==> src/inc/host_port_cfg.svh <==
// timing, field and reset constants for the host control port
`ifndef HOST_PORT_CFG_SVH
`define HOST_PORT_CFG_SVH
`define BUF_DEPTH       2
`define BYTE_W          8
`define PWM_W           8
`define CNT_W           8
`define BIT_LAST        3'h7
`define UART_DIV        16'h0870
`define UART_HALF       16'h0438
`define ZERO8           8'h00
`define PIN_MODE_W      3
`endif

==> src/inc/host_port_pkg.sv <==
// shared types of the host control port
package host_port_pkg;
	typedef enum logic [2:0] {
		pm_primary   = 3'b000,
		pm_din       = 3'b001,
		pm_pushpull  = 3'b010,
		pm_pulldown  = 3'b011,
		pm_kbcol     = 3'b100,
		pm_analog    = 3'b101
	} pin_mode_type;
	typedef struct packed {
		logic oe;
		logic o;
	} pin_drive_type;
	typedef enum logic [1:0] {
		tx_idle  = 2'b00,
		tx_start = 2'b01,
		tx_data  = 2'b10,
		tx_stop  = 2'b11
	} tx_state_type;
endpackage

==> src/design/host_control_port.sv <==
// host control port: serial 1, spi slave, attention, cts, relays, pin modes
`timescale 1ns/1ps
`include "host_port_cfg.svh"
//Function
//- attention goes low while i2c data waits for the master, outside rs422/485 mode
//- in rs422/485 mode attention is low throughout serial transmit
//- one clear-to-send output throttles host before receive buffer overflows
//- spi slave: takes sck and mosi, drives miso back
//- serial 1 receives on host-transmit pin, sends on host-receive pin
//- low on reset-capable pin, when configured, resets the module except the power-up and erase-strap registers
//- reset-capable pin, when configured, also shows the internal power-up reset
//- serial 1 receive line (host-transmit pin) low at power-up requests user flash erase
//- each switch output is static on/off or a pwm channel
//- first-group pins: input, push-pull, pull-down or keyboard column
//- i2c pins: input, pull-down or keyboard column only, no push-pull
//- general pins add an analog input function
module host_control_port #(
	parameter int DATA_W = `BYTE_W,
	parameter int PWM_W  = `PWM_W
) (
	input  wire logic                          clk,
	input  wire logic                          reset,
	input  wire logic                          serial1_host_to_device,
	output logic                               serial1_device_to_host,
	output logic                               cts_n,
	output logic                               attention_n,
	input  wire logic                          rs485_mode,
	input  wire logic                          i2c_pending,
	input  wire logic                          spi_sck,
	input  wire logic                          spi_mosi,
	output logic                               spi_miso,
	input  wire logic                          spi_sel_n,
	input  wire logic [DATA_W-1:0]             spi_tx_byte,
	output logic [DATA_W-1:0]                  rx_data,
	output logic                               rx_valid,
	input  wire logic                          rx_ready,
	input  wire logic [DATA_W-1:0]             tx_data,
	input  wire logic                          tx_valid,
	output logic                               tx_ready,
	input  wire logic                          reset_pin_enable,
	input  wire logic                          reset_pin_in,
	output logic                               reset_pin_out,
	output logic                               reset_pin_oe,
	output logic                               module_reset,
	output logic                               erase_request,
	input  wire logic [1:0]                    switch_pwm_mode,
	input  wire logic [1:0]                    switch_static,
	input  wire logic [PWM_W-1:0]              pwm_duty_0,
	input  wire logic [PWM_W-1:0]              pwm_duty_1,
	output logic                               switch_out_0,
	output logic                               switch_out_1,
	input  wire host_port_pkg::pin_mode_type   mode_sda,
	input  wire host_port_pkg::pin_mode_type   mode_gio_a,
	input  wire logic                          gio_a_level,
	input  wire logic                          sda_level,
	output host_port_pkg::pin_drive_type       sda_drive,
	output host_port_pkg::pin_drive_type       general_io_a_drive,
	output logic                               general_io_a_analog
);
	// ****************************************
	// input synchronisers
	// ****************************************
	logic [1:0] rx_s_r, sck_s_r, mosi_s_r, sel_s_r, rst_s_r;
	logic       sck_d_r;
	always_ff @(posedge clk) begin
		rx_s_r   <= {rx_s_r[0], serial1_host_to_device};
		sck_s_r  <= {sck_s_r[0], spi_sck};
		mosi_s_r <= {mosi_s_r[0], spi_mosi};
		sel_s_r  <= {sel_s_r[0], spi_sel_n};
		rst_s_r  <= {rst_s_r[0], reset_pin_in};
		sck_d_r  <= sck_s_r[1];
	end
	wire rx_pin   = rx_s_r[1];
	wire sck_rise = sck_s_r[1] & ~sck_d_r;
	wire sck_fall = ~sck_s_r[1] & sck_d_r;
	wire spi_sel  = ~sel_s_r[1];
	// ****************************************
	// reset pin and power-up
	// ****************************************
	logic por_r, erase_r, ext_rst_r;
	wire  ext_rst = reset_pin_enable & ~rst_s_r[1];
	always_ff @(posedge clk) begin
		if (reset) begin
			por_r   <= 1'b1;
			erase_r <= 1'b0;
		end else begin
			por_r <= 1'b0;
			if (por_r)
				erase_r <= ~rx_pin;
		end
		// cleared by reset so an unsettled pin sync cannot hold the core in reset
		ext_rst_r <= ~reset & ext_rst;
	end
	assign module_reset  = ext_rst_r;
	assign erase_request = erase_r;
	// open-drain: show power-up reset by pulling low
	assign reset_pin_out = 1'b0;
	assign reset_pin_oe  = reset_pin_enable & por_r;
	wire rst = reset | ext_rst_r;
	// ****************************************
	// serial receive into two-entry buffer
	// ****************************************
	logic [15:0]       rdiv_r;
	logic [2:0]        rbit_r;
	logic [1:0]        rph_r;
	logic [DATA_W-1:0] rsh_r;
	logic              rdone_r;
	always_ff @(posedge clk) begin
		rdone_r <= 1'b0;
		if (rst) begin
			rph_r  <= 2'b00;
			rdiv_r <= 16'h0000;
			rbit_r <= 3'h0;
			rsh_r  <= '0;
		end else if (rph_r == 2'b00) begin
			rdiv_r <= `UART_HALF;
			if (!rx_pin) rph_r <= 2'b01;
		end else if (rdiv_r != 16'h0000) begin
			rdiv_r <= rdiv_r - 16'h0001;
		end else begin
			rdiv_r <= `UART_DIV;
			case (rph_r)
				2'b01: begin
					rph_r  <= rx_pin ? 2'b00 : 2'b10;
					rbit_r <= 3'h0;
				end
				2'b10: begin
					rsh_r  <= {rx_pin, rsh_r[DATA_W-1:1]};
					rbit_r <= rbit_r + 3'h1;
					if (rbit_r == `BIT_LAST) rph_r <= 2'b11;
				end
				default: begin
					rph_r   <= 2'b00;
					rdone_r <= rx_pin;
				end
			endcase
		end
	end
	logic [DATA_W-1:0] buf_r [`BUF_DEPTH];
	logic [1:0]        cnt_r;
	logic              wp_r, rp_r;
	wire push = rdone_r & (cnt_r != 2'd2);
	wire pop  = (cnt_r != 2'd0) & rx_ready;
	always_ff @(posedge clk) begin
		if (rst) begin
			cnt_r <= 2'd0;
			wp_r  <= 1'b0;
			rp_r  <= 1'b0;
		end else begin
			if (push) begin
				buf_r[wp_r] <= rsh_r;
				wp_r        <= ~wp_r;
			end
			if (pop) rp_r <= ~rp_r;
			cnt_r <= cnt_r + {1'b0, push} - {1'b0, pop};
		end
	end
	assign rx_data  = buf_r[rp_r];
	assign rx_valid = (cnt_r != 2'd0);
	// throttle once one entry is used, leaving room for a byte in flight
	logic cts_r;
	always_ff @(posedge clk) cts_r <= rst ? 1'b0 : (cnt_r != 2'd0);
	assign cts_n = cts_r;
	// ****************************************
	// serial transmit
	// ****************************************
	host_port_pkg::tx_state_type ts_r;
	logic [15:0]       tdiv_r;
	logic [2:0]        tbit_r;
	logic [DATA_W-1:0] tsh_r;
	logic              tline_r;
	always_ff @(posedge clk) begin
		if (rst) begin
			ts_r    <= host_port_pkg::tx_idle;
			tline_r <= 1'b1;
			tdiv_r  <= 16'h0000;
			tbit_r  <= 3'h0;
			tsh_r   <= '0;
		end else if (ts_r == host_port_pkg::tx_idle) begin
			if (tx_valid) begin
				tsh_r   <= tx_data;
				ts_r    <= host_port_pkg::tx_start;
				tline_r <= 1'b0;
				tdiv_r  <= `UART_DIV;
			end
		end else if (tdiv_r != 16'h0000) begin
			tdiv_r <= tdiv_r - 16'h0001;
		end else begin
			tdiv_r <= `UART_DIV;
			case (ts_r)
				host_port_pkg::tx_start: begin
					ts_r    <= host_port_pkg::tx_data;
					tline_r <= tsh_r[0];
					tbit_r  <= 3'h0;
				end
				host_port_pkg::tx_data: begin
					tbit_r <= tbit_r + 3'h1;
					if (tbit_r == `BIT_LAST) begin
						ts_r    <= host_port_pkg::tx_stop;
						tline_r <= 1'b1;
					end else begin
						tline_r <= tsh_r[tbit_r + 3'h1];
					end
				end
				default: ts_r <= host_port_pkg::tx_idle;
			endcase
		end
	end
	assign tx_ready               = (ts_r == host_port_pkg::tx_idle);
	assign serial1_device_to_host = tline_r;
	// ****************************************
	// attention line
	// ****************************************
	wire tx_busy = (ts_r != host_port_pkg::tx_idle);
	wire attn    = rs485_mode ? tx_busy : i2c_pending;
	logic attn_r;
	always_ff @(posedge clk) attn_r <= rst ? 1'b1 : ~attn;
	assign attention_n = attn_r;
	// ****************************************
	// spi slave, mode 0
	// ****************************************
	logic [DATA_W-1:0] spi_sh_r;
	logic              miso_r;
	logic              sel_d_r;
	always_ff @(posedge clk) begin
		if (rst) begin
			spi_sh_r <= '0;
			miso_r   <= 1'b0;
			sel_d_r  <= 1'b0;
		end else begin
			sel_d_r <= spi_sel;
			if (spi_sel & ~sel_d_r) begin
				spi_sh_r <= spi_tx_byte;
				miso_r   <= spi_tx_byte[DATA_W-1];
			end else if (spi_sel & sck_rise) begin
				spi_sh_r <= {spi_sh_r[DATA_W-2:0], mosi_s_r[1]};
			end else if (spi_sel & sck_fall) begin
				miso_r <= spi_sh_r[DATA_W-1];
			end
		end
	end
	assign spi_miso = miso_r;
	// ****************************************
	// switch outputs
	// ****************************************
	logic [PWM_W-1:0] pwm_cnt_r;
	logic             sw0_r, sw1_r;
	always_ff @(posedge clk) begin
		pwm_cnt_r <= rst ? '0 : pwm_cnt_r + 1'b1;
		sw0_r <= ~rst & (switch_pwm_mode[0] ? (pwm_cnt_r < pwm_duty_0) : switch_static[0]);
		sw1_r <= ~rst & (switch_pwm_mode[1] ? (pwm_cnt_r < pwm_duty_1) : switch_static[1]);
	end
	assign switch_out_0 = sw0_r;
	assign switch_out_1 = sw1_r;
	// ****************************************
	// configurable pin functions
	// ****************************************
	// sda has no push-pull: an illegal choice falls back to input
	wire sda_oe = (mode_sda == host_port_pkg::pm_pulldown) |
	              (mode_sda == host_port_pkg::pm_kbcol);
	wire gio_pp = (mode_gio_a == host_port_pkg::pm_pushpull);
	wire gio_oe = gio_pp | (mode_gio_a == host_port_pkg::pm_pulldown) |
	              (mode_gio_a == host_port_pkg::pm_kbcol);
	host_port_pkg::pin_drive_type sda_r, gio_r;
	logic                         ana_r;
	always_ff @(posedge clk) begin
		sda_r <= rst ? '0 : {sda_oe, 1'b0};
		gio_r <= rst ? '0 : {gio_oe, gio_pp & switch_static[0]};
		ana_r <= ~rst & (mode_gio_a == host_port_pkg::pm_analog);
	end
	assign sda_drive           = sda_r;
	assign general_io_a_drive  = gio_r;
	assign general_io_a_analog = ana_r;
	// ****************************************
	// checks
	// ****************************************
	property p_attn_i2c;
		@(posedge clk) disable iff (rst) !rs485_mode && i2c_pending ##1 !rst |-> !attention_n;
	endproperty
	a_attn_i2c: assert property (p_attn_i2c) else $error("attention not low");
	property p_attn_tx;
		@(posedge clk) disable iff (rst) rs485_mode && tx_busy |=> !attention_n;
	endproperty
	a_attn_tx: assert property (p_attn_tx) else $error("attention high in transmit");
	property p_cts;
		@(posedge clk) disable iff (rst) cnt_r == 2'd2 |=> cts_n;
	endproperty
	a_cts: assert property (p_cts) else $error("cts not asserted when full");
	property p_release;
		@(posedge clk) disable iff (rst) !rs485_mode && !i2c_pending |=> attention_n;
	endproperty
	a_release: assert property (p_release) else $error("attention not released");
	property p_sda_no_pp;
		@(posedge clk) disable iff (rst) sda_drive.oe |-> !sda_drive.o;
	endproperty
	a_sda_no_pp: assert property (p_sda_no_pp) else $error("sda driven high");
	property p_sw0;
		@(posedge clk) disable iff (rst) !switch_pwm_mode[0] |=> switch_out_0 == $past(switch_static[0]);
	endproperty
	a_sw0: assert property (p_sw0) else $error("switch 0 wrong");
	property p_ana;
		@(posedge clk) disable iff (rst) general_io_a_analog |-> !general_io_a_drive.oe;
	endproperty
	a_ana: assert property (p_ana) else $error("analog pin driven");
	property p_txidle;
		@(posedge clk) disable iff (rst) tx_ready |-> serial1_device_to_host;
	endproperty
	a_txidle: assert property (p_txidle) else $error("line not idle high");
endmodule

==> config.mk <==
export PLATFORM = sky130hd
export DESIGN_NAME = host_control_port
export DESIGN_NICKNAME = d
export VERILOG_FILES = /design/src/inc/host_port_pkg.sv /design/src/design/host_control_port.sv
export VERILOG_INCLUDE_DIRS = /design/src /design/src/inc
export SDC_FILE = /design/constraint.sdc
export NUM_CORES = 1
export LEC_CHECK = 0
export ABC_AREA = 0
export ABC_CLOCK_PERIOD_IN_PS = 3700
export BUFFER_PORTS_ARGS = -buffer_cell sky130_fd_sc_hd__buf_2
export CORE_MARGIN = 1.5
export CORE_UTILIZATION = 45
export DETAILED_ROUTE_END_ITERATION = 16
export HOLD_SLACK_MARGIN = 0.12
export PLACE_DENSITY_LB_ADDON = 0.1
export SYNTH_ARGS = -nofsm -noshare
export SYNTH_HDL_FRONTEND = slang
export SYNTH_SLANG_ARGS = --single-unit
export TNS_END_PERCENT = 5
==> constraint.sdc <==
create_clock -name clk -period 3.7 [get_ports clk]
set_input_delay 0.74 -clock clk [delete_from_list [all_inputs] [get_ports clk]]
set_output_delay 0.74 -clock clk [all_outputs]
set_load 0.05 [all_outputs]
# Word-level counts from Yosys, hierarchy flattened

Memories as Yosys holds them, arrays and structs flattened. A register that Yosys moved wholly into a read port is not among the register bits.
Cells that the tools add are included.
W data, S select, Z words.

Flip-flop bits (word level): 104
RAM bits: 16
Input port bits: 56
Output and inout bits: 25
Word-level logic and storage cells: 161
Memories kept: 1

Add/subtract/negate cells: 7
Magnitude comparators: 3
Equality and inequality tests: 20
Mux-type cells: 39
Bitwise gates (word level): 33
Reduce and logical (&&, ||, !) cells: 22

Memory list:

| name  | words | width | rd ports | clocked after memory_dff | wr ports | RTL line                 | RTL |
|---|---|---|---|---|---|---|---|
| buf_r | 2     | 8     | 1        | 1                        | 1        | host_control_port.sv:139 | `` logic [DATA_W-1:0] buf_r [`BUF_DEPTH]; `` |

Operators with widths:

| operator                | number |
|---|---|
| $mux W16                | 3 |
| $reduce_bool A16 Y1     | 2 |
| $sub A16 B1 Y16 const B | 2 |
| $mux W2                 | 9 |
| $reduce_and A3 Y1       | 6 |
| $mux W1                 | 17 |
| $lt A8 B8 Y1            | 2 |
| $mux W8                 | 2 |
| $eq A3 B3 Y1 const B    | 5 |
| $not A1 Y1              | 15 |
| $and A1 B1 Y1           | 14 |
| $mux W12                | 1 |
| $ne A2 B2 Y1 const B    | 6 |
| $pmux W3 S2             | 2 |
| $reduce_bool A2 Y1      | 6 |
| $mux W11                | 1 |
| $eq A3 B2 Y1 const B    | 3 |
| $add A8 B1 Y8 const B   | 1 |
| $pmux W2 S2             | 2 |
| $add A3 B1 Y3 const B   | 2 |
| $ne A3 B3 Y1 const B    | 2 |
| $reduce_or A5 Y1        | 1 |
| $eq A2 B1 Y1 const B    | 2 |
| $eq A2 B2 Y1 const B    | 2 |
| other kinds (11)        | 16 |

# Longest topological paths before layout

Gate-level depths: netlist of the first run.

Depth in word-level cells: 7
Gate-level depth with buffers: 8
Gate-level depth less buffers: 8

# Least setup slack after synthesis of the first run

Ideal clock, no wire load.

Path type: input-to-reg
Start: input reset
End: memory buf_r[0][0] (netlist bit) (enable)
Data arrival time: 2012 ps
Slack: 1304 ps
Stages: 4
Cells stage by stage: or2_2 > clkbuf_1 > buf_1 > nor3_1

Word-level cells in the longest chain between the ends: 3

Ends and longest elaborated chain:

| what                          | RTL line                 | RTL |
|---|---|---|
| start: declaration            | host_control_port.sv:22  | `input wire logic reset,` |
| $or A1 B1 Y1                  | host_control_port.sv:99  | `wire rst = reset \| ext_rst_r;` |
| $mux W1                       | host_control_port.sv:145 | `if (rst) begin` |
| $mux W1 (implied by the code) | host_control_port.sv:151 | `buf_r[wp_r] <= rsh_r;` |
| end: declaration              | host_control_port.sv:139 |  |

No other way between the ends.

# Worst setup path in the final report of the first run

Start: register tdiv_r[0]
End: register tline_r (netlist: serial1_device_to_host)

Word-level cells in the longest chain between the ends: 3

Ends and longest elaborated chain:

| what                        | RTL line                 | RTL |
|---|---|---|
| start: declaration          | host_control_port.sv:168 | `logic [15:0] tdiv_r;` |
| start signal: assignment    | host_control_port.sv:184 | `` tdiv_r <= `UART_DIV; `` |
| start signal: assignment    | host_control_port.sv:187 | `tdiv_r <= tdiv_r - 16'h0001;` |
| start signal: assignment    | host_control_port.sv:189 | `` tdiv_r <= `UART_DIV; `` |
| $reduce_bool A16 Y1         | host_control_port.sv:186 | `end else if (tdiv_r != 16'h0000) begin` |
| $ne A2 B2 Y1 (no line)      | --                       |  |
| $reduce_and A3 Y1 (no line) | --                       |  |
| end signal: assignment      | host_control_port.sv:193 | `tline_r <= tsh_r[0];` |
| end signal: assignment      | host_control_port.sv:202 | `tline_r <= tsh_r[tbit_r + 3'h1];` |
| end: declaration            | host_control_port.sv:171 | `logic tline_r;` |

No other way between the ends.
A chain may end at the register's enable or synchronous reset.

==> flow_summary.json, run 1 <==
{
  "outcome": "finished clean",
  "ctsHoldBuffers": 0,
  "period_minus_slack_ns": 2.458,
  "rows": 39,
  "grt_pass1_wl_um": 17980,
  "drv_slew": 0,
  "p_per_area_nw_per_um2": 597.1,
  "synth_area_per_cell_um2": 9.651,
  "worstMarginPinSlew_ns": 0.8775,
  "path_max_fanout": 10,
  "post_cts_resized": 0,
  "clock_path_buffers": 2,
  "grt_antenna_before_repair": 0,
  "clk_latency_ns": 0.41,
  "critPathSlowestCell": "nor3b_1",
  "synth_cells": 551,
  "cp_top_family": "simple AND/OR/NAND/NOR gates",
  "hp-class": "register to register",
  "dieArea_um2": 12480,
  "finalSetupViolations": 0,
  "synth_top_area_share": 0.3953,
  "via_count": 4047,
  "cp-end-kind": "register",
  "final_layout_size_suffix_gt1_frac": 0.2037,
  "cts_made_buffers": 17,
  "total_power_mw": 3.788,
  "grt_pass1_vias": 4010,
  "drt_iter0_drc": 158,
  "root_buffer": "clkbuf_16",
  "cts_sinks": 121,
  "cts_tree": "done",
  "maxCapViolations": 0,
  "synthFlopType": "dfxtp_1",
  "core_area_um2": 11470,
  "rsz0062_at_grt": "false",
  "synth_warnings": 0,
  "critPathKind": "register to register",
  "fin_worst_skew_ns": 0.006211,
  "fin_setup_tns_ns": 0,
  "grt_remaining_overflow": 0,
  "layout.nets": 717,
  "start_util": 0.4637,
  "routedWlPerCell_um": 13.09,
  "crit_buf_inv": 1,
  "whs_ns": 0.3227,
  "p_leak_nw": 2.779,
  "synth_cell_types": 56,
  "hold_viol": 0,
  "synth_edf_count": 16,
  "cp.arrival_ns": 2.81,
  "grt_use_total": 0.1793,
  "viasPerCell": 5.149,
  "ys_ff_latch": 121,
  "ys_top_cells_by_area": "dfxtp_1 40%, edfxtp_1 9.0%, ha_1 6.8%",
  "post-cts-setup-buffers": 0,
  "grt_max_degree": 45,
  "ys_seq_area_frac": 0.4856,
  "critPathMaxStageDelay_ns": 0.52,
  "setup.worst_path.start_class": "register",
  "yosysTopAreaCell": "dfxtp_1",
  "crit_chain": "inv_1 -> ha_1 -> nor3b_1 -> and3_1 -> nand3b_1 -> a2111oi_0 -> a211o_1",
  "wirelength_um": 10290,
  "diodes": 0,
  "required_ns": 4.05,
  "final_antenna_net_count": 0,
  "dp_hpwl_um": 7319,
  "fin_ws_ns": 1.242,
  "path_clk_slew_ns": 0.05,
  "drc": 0,
  "stdcell_area_um2": 6344,
  "gp_congestion": 0.8165,
  "ir_drop_v": 0.0003790,
  "syn_to_final_growth_pct": 19.29,
  "port-buffer-count": 76,
  "chipHeight_um": 111.7,
  "cts.htree.levels": 4,
  "dr.pass1.iters": 6,
  "async_flop_share": 0,
  "clock.fmax_ghz": 0.4068,
  "synthesis.area_um2": 5318,
  "pin_count": 81,
  "place_area_um2": 5834,
  "dp_slack_ns": 1.209,
  "die-width_um": 111.7,
  "timing.final.crit_share": 0.6645,
  "slew_headroom": 0.4150
}
## logic make-up (layout without fill, tap and decap cells)
group / after synthesis / in the layout / synth area share
mux: 36 / 36 / 0.07435
simple gates: 201 / 201 / 0.1889
compound gates: 90 / 90 / 0.1092
fa+ha+maj: 29 / 29 / 0.06824
buf+inv: 52 / 143 / 0.03835
other cells: 1 / 2 / 0.0007052
flops: 121 / 121 / 0.4856
xor+xnor: 21 / 21 / 0.03459
## placed cells by master, fill, tap and decap left out, drive strengths merged, types with 4 or more instances in the layout
master,count
dfxtp,105
buf,81
nor2,75
nand2,45
inv,32
a21oi,32
ha,29
mux2i,26
clkbuf,26
o21ai,16
edfxtp,16
nor3,15
xnor2,14
a211oi,11
nand3,11
mux2,8
nor4,8
or2,7
and2,7
xor2,7
a21o,6
or4,5
or3,5
nor3b,4
nand2b,4
a32o,4
clkinv,4
## registers in the layout, summed over array words and instances (netlist names), 3 cells and up, named ones only
name,count
rbit_r,3
tdiv_r,16
pwm_cnt_r,8
spi_sh_r,8
buf_r,16
rdiv_r,16
tbit_r,3
rsh_r,8
tsh_r,8
## cell type report
cell class / count / area (µm²)
fillers: 1048 / 5124
flip-flops and latches: 121 / 2582
multi-input cells: 379 / 2535
clock buffers: 26 / 489.2
repair buffers: 81 / 417.9
well taps: 143 / 178.9
inverters: 32 / 120.1
clock inverters: 4 / 20.02
## power breakdown
group	switching, mW	leakage (nW)	internal, mW
clock network	0.528	0.254	0.894
logic	0.528	1.52	0.307
registers	0.0925	1.01	1.44
## worst reg2reg max path: cells and delay by family, from the launching register on
family / cells / cell delay, ns
simple gates: 3 / 1.21
compound gates: 2 / 0.57
flops: 1 / 0.32
fa+ha+maj: 1 / 0.21
buf+inv: 1 / 0.09
## synth_stat cells (4+ instances only)
cell	n
a211oi_1	11
a21o_1	6
a21oi_1	32
a32o_1	4
and2_1	7
clkbuf_1	15
dfxtp_1	105
edfxtp_1	16
ha_1	29
inv_1	32
mux2_2	8
mux2i_1	26
nand2_1	45
nand2b_1	4
nand3_1	10
nor2_1	73
nor3_1	15
nor3b_1	4
nor4_1	6
o21ai_0	16
or2_2	7
or4_1	5
xnor2_1	14
xor2_1	7
## per-stage QoR
stage,utilization,cells
finish,0.5532,786
global route,0.5532,786
CTS,0.5532,786
detailed placement,0.5088,756
global placement,0.5088,756
floorplan,-,552
## per-layer routing
| metal | global-route usage | share of wire | vias up |
|---|---|---|---|
| li1 | - | - | 2081 |
| met5 | 0 | 0 | - |
| met1 | 0.2157 | 0.46 | 1878 |
| met4 | 0.08101 | 0.018 | 0 |
| met3 | 0.05335 | 0.037 | 16 |
| met2 | 0.2963 | 0.48 | 72 |
## path summary, 6_finish.rpt
kind                                 start                     end  slack, ns  cells past startpoint
worst max-delay path             tdiv_r[0]  serial1_device_to_host       1.24                      7
worst min-delay path            sel_s_r[0]              sel_s_r[1]       0.32                      0
worst max register to register   tdiv_r[0]  serial1_device_to_host       1.24                      7
worst min register to register  sel_s_r[0]              sel_s_r[1]       0.32                      0
Note: power is estimated with default switching activity, not from simulation.
==> run 2, diff against run 1 <==
Settings changed: ABC_CLOCK_PERIOD_IN_PS 3700 to 2460.
Clock period 3.7 ns to 2.46 ns, I/O delays scaled along.
==> run 2 against run 1 <==
  * Utilization grew 1.1 points
  * Flip-flop and latch count did not move
  * Power rose by 59%
  * Highest routed layer unchanged
==> flow_summary.json, run 2 (synthesized netlist as in run 1, its figures left out) <==
{
  "diodes": 0,
  "root_buffer": "clkbuf_16",
  "outcome": "finished clean",
  "grt_antenna_before_repair": 0,
  "final_antenna_net_count": 0,
  "drt_iter0_drc": 117,
  "via_count": 4072,
  "final_core_util": 0.5641,
  "p_leak_nw": 2.843,
  "wirelength_um": 10150,
  "ctsHoldBuffers": 0,
  "reg_top3": "buf_r: 16 flops, rdiv_r: 16 flops, tdiv_r: 16 flops",
  "period_minus_slack_ns": 2.199,
  "port-buffer-count": 76,
  "final_common_cell": "dfxtp_1",
  "routedWlPerCell_um": 12.79,
  "finalSetupViolations": 0,
  "hold_viol": 0,
  "final_layout_size_suffix_gt1_frac": 0.2197,
  "p_per_area_nw_per_um2": 930.4,
  "die-width_um": 111.7,
  "cp.arrival_ns": 2.49,
  "crit_chain": "inv_1 -> ha_1 -> nor3b_1 -> and3_1 -> nand3b_1 -> a21o_1 -> a211o_1",
  "grt_pass1_wl_um": 17640,
  "start_util": 0.4637,
  "maxCapViolations": 0,
  "dr.pass1.iters": 4,
  "drc": 0,
  "required_ns": 2.75,
  "fin_setup_tns_ns": 0,
  "post_cts_resized": 0,
  "viasPerCell": 5.128,
  "dieArea_um2": 12480,
  "grt_max_degree": 33,
  "slew_headroom": 0.6600,
  "grt_remaining_overflow": 0,
  "timing.final.crit_share": 0.8939,
  "dp_hpwl_um": 7352,
  "chipHeight_um": 111.7,
  "fillers": 997,
  "post-cts-setup-buffers": 0,
  "path_clk_slew_ns": 0.05,
  "critPathKind": "register to register",
  "rows": 39,
  "critPathMaxStageDelay_ns": 0.42,
  "clock.fmax_ghz": 0.4548,
  "fin_worst_skew_ns": 0.005180,
  "syn_to_final_growth_pct": 21.65,
  "cts.htree.levels": 4,
  "rsz0062_at_grt": "false",
  "drv_slew": 0,
  "cts_sinks": 121,
  "ir_drop_v": 0.0007153,
  "critPathSlowestCell": "and3_1",
  "core_area_um2": 11470,
  "layout.nets": 723,
  "clock_path_buffers": 2,
  "cts_tree": "done",
  "grt_use_total": 0.1728,
  "cts_made_buffers": 17,
  "cp-end-kind": "register",
  "final_cell_mix": "105 x dfxtp_1, 76 x buf_2, 73 x nor2_1, 45 x nand2_1",
  "hp-class": "input pin to register",
  "pin_count": 81,
  "grt_pass1_vias": 3850,
  "path_max_fanout": 10,
  "worstMarginPinSlew_ns": 0.5047,
  "setup.worst_path.start_class": "register",
  "clk_latency_ns": 0.41,
  "gp_congestion": 0.7612
}
## run 2: path summary, 6_finish.rpt
path | startpoint | endpoint | slack (ns) | cells past startpoint
max | tdiv_r[0] | serial1_device_to_host | 0.26 | 7
min reg2reg | sel_s_r[0] | sel_s_r[1] | 0.33 | 0
max reg2reg | tdiv_r[0] | serial1_device_to_host | 0.26 | 7
min | spi_sck | sck_s_r[0] | 0.18 | 1
## run 2: cell type report
class	instances	area (µm²)	share of cell area
inverters	32	120.1	0.01857
multi-input cells	379	2535	0.3919
flip-flops and latches	121	2582	0.3992
well taps	143	178.9	0.02766
clock inverters	6	60.06	0.009284
clock buffers	26	529.3	0.08182
repair buffers	87	462.9	0.07157
## run 2: per-stage QoR
step | hold slack, ns | power [mW] | setup slack [ns] | instances | area (µm²)
after CTS | 0.1695 | 6.071 | 0.2820 | 794 | 6469
after global routing | 0.1712 | 6.357 | 0.009703 | 794 | 6469
after floorplan | 0.3096 | 3.316 | 0.2369 | 552 | 5321
after global placement | 0.3101 | 3.626 | 0.3185 | 762 | 5879
final | 0.1847 | 6.019 | 0.2611 | 794 | 6469
after detailed placement | 0.3121 | 3.661 | 0.2956 | 762 | 5879
## run 2: critical path, delay by kind of cell, from the launching register on
kind	cells	cell delay [ns]
compound gates	2	0.50
fa+ha+maj	1	0.21
buf+inv	1	0.09
flops	1	0.33
simple gates	3	0.96
## run 2: metal layers
| metal | GRT usage | vias up | part of all wire |
|---|---|---|---|
| met3 | 0.04192 | 12 | 0.036 |
| met2 | 0.2825 | 67 | 0.48 |
| met5 | 0 | - | 0 |
| met1 | 0.2212 | 1886 | 0.47 |
| li1 | - | 2107 | - |
| met4 | 0.06667 | 0 | 0.012 |
## run 2: report_power, final
group,total [mW],internal (mW),switching [mW]
clock,2.39,1.57,0.824
sequential,2.30,2.16,0.138
combinational,1.32,0.506,0.817
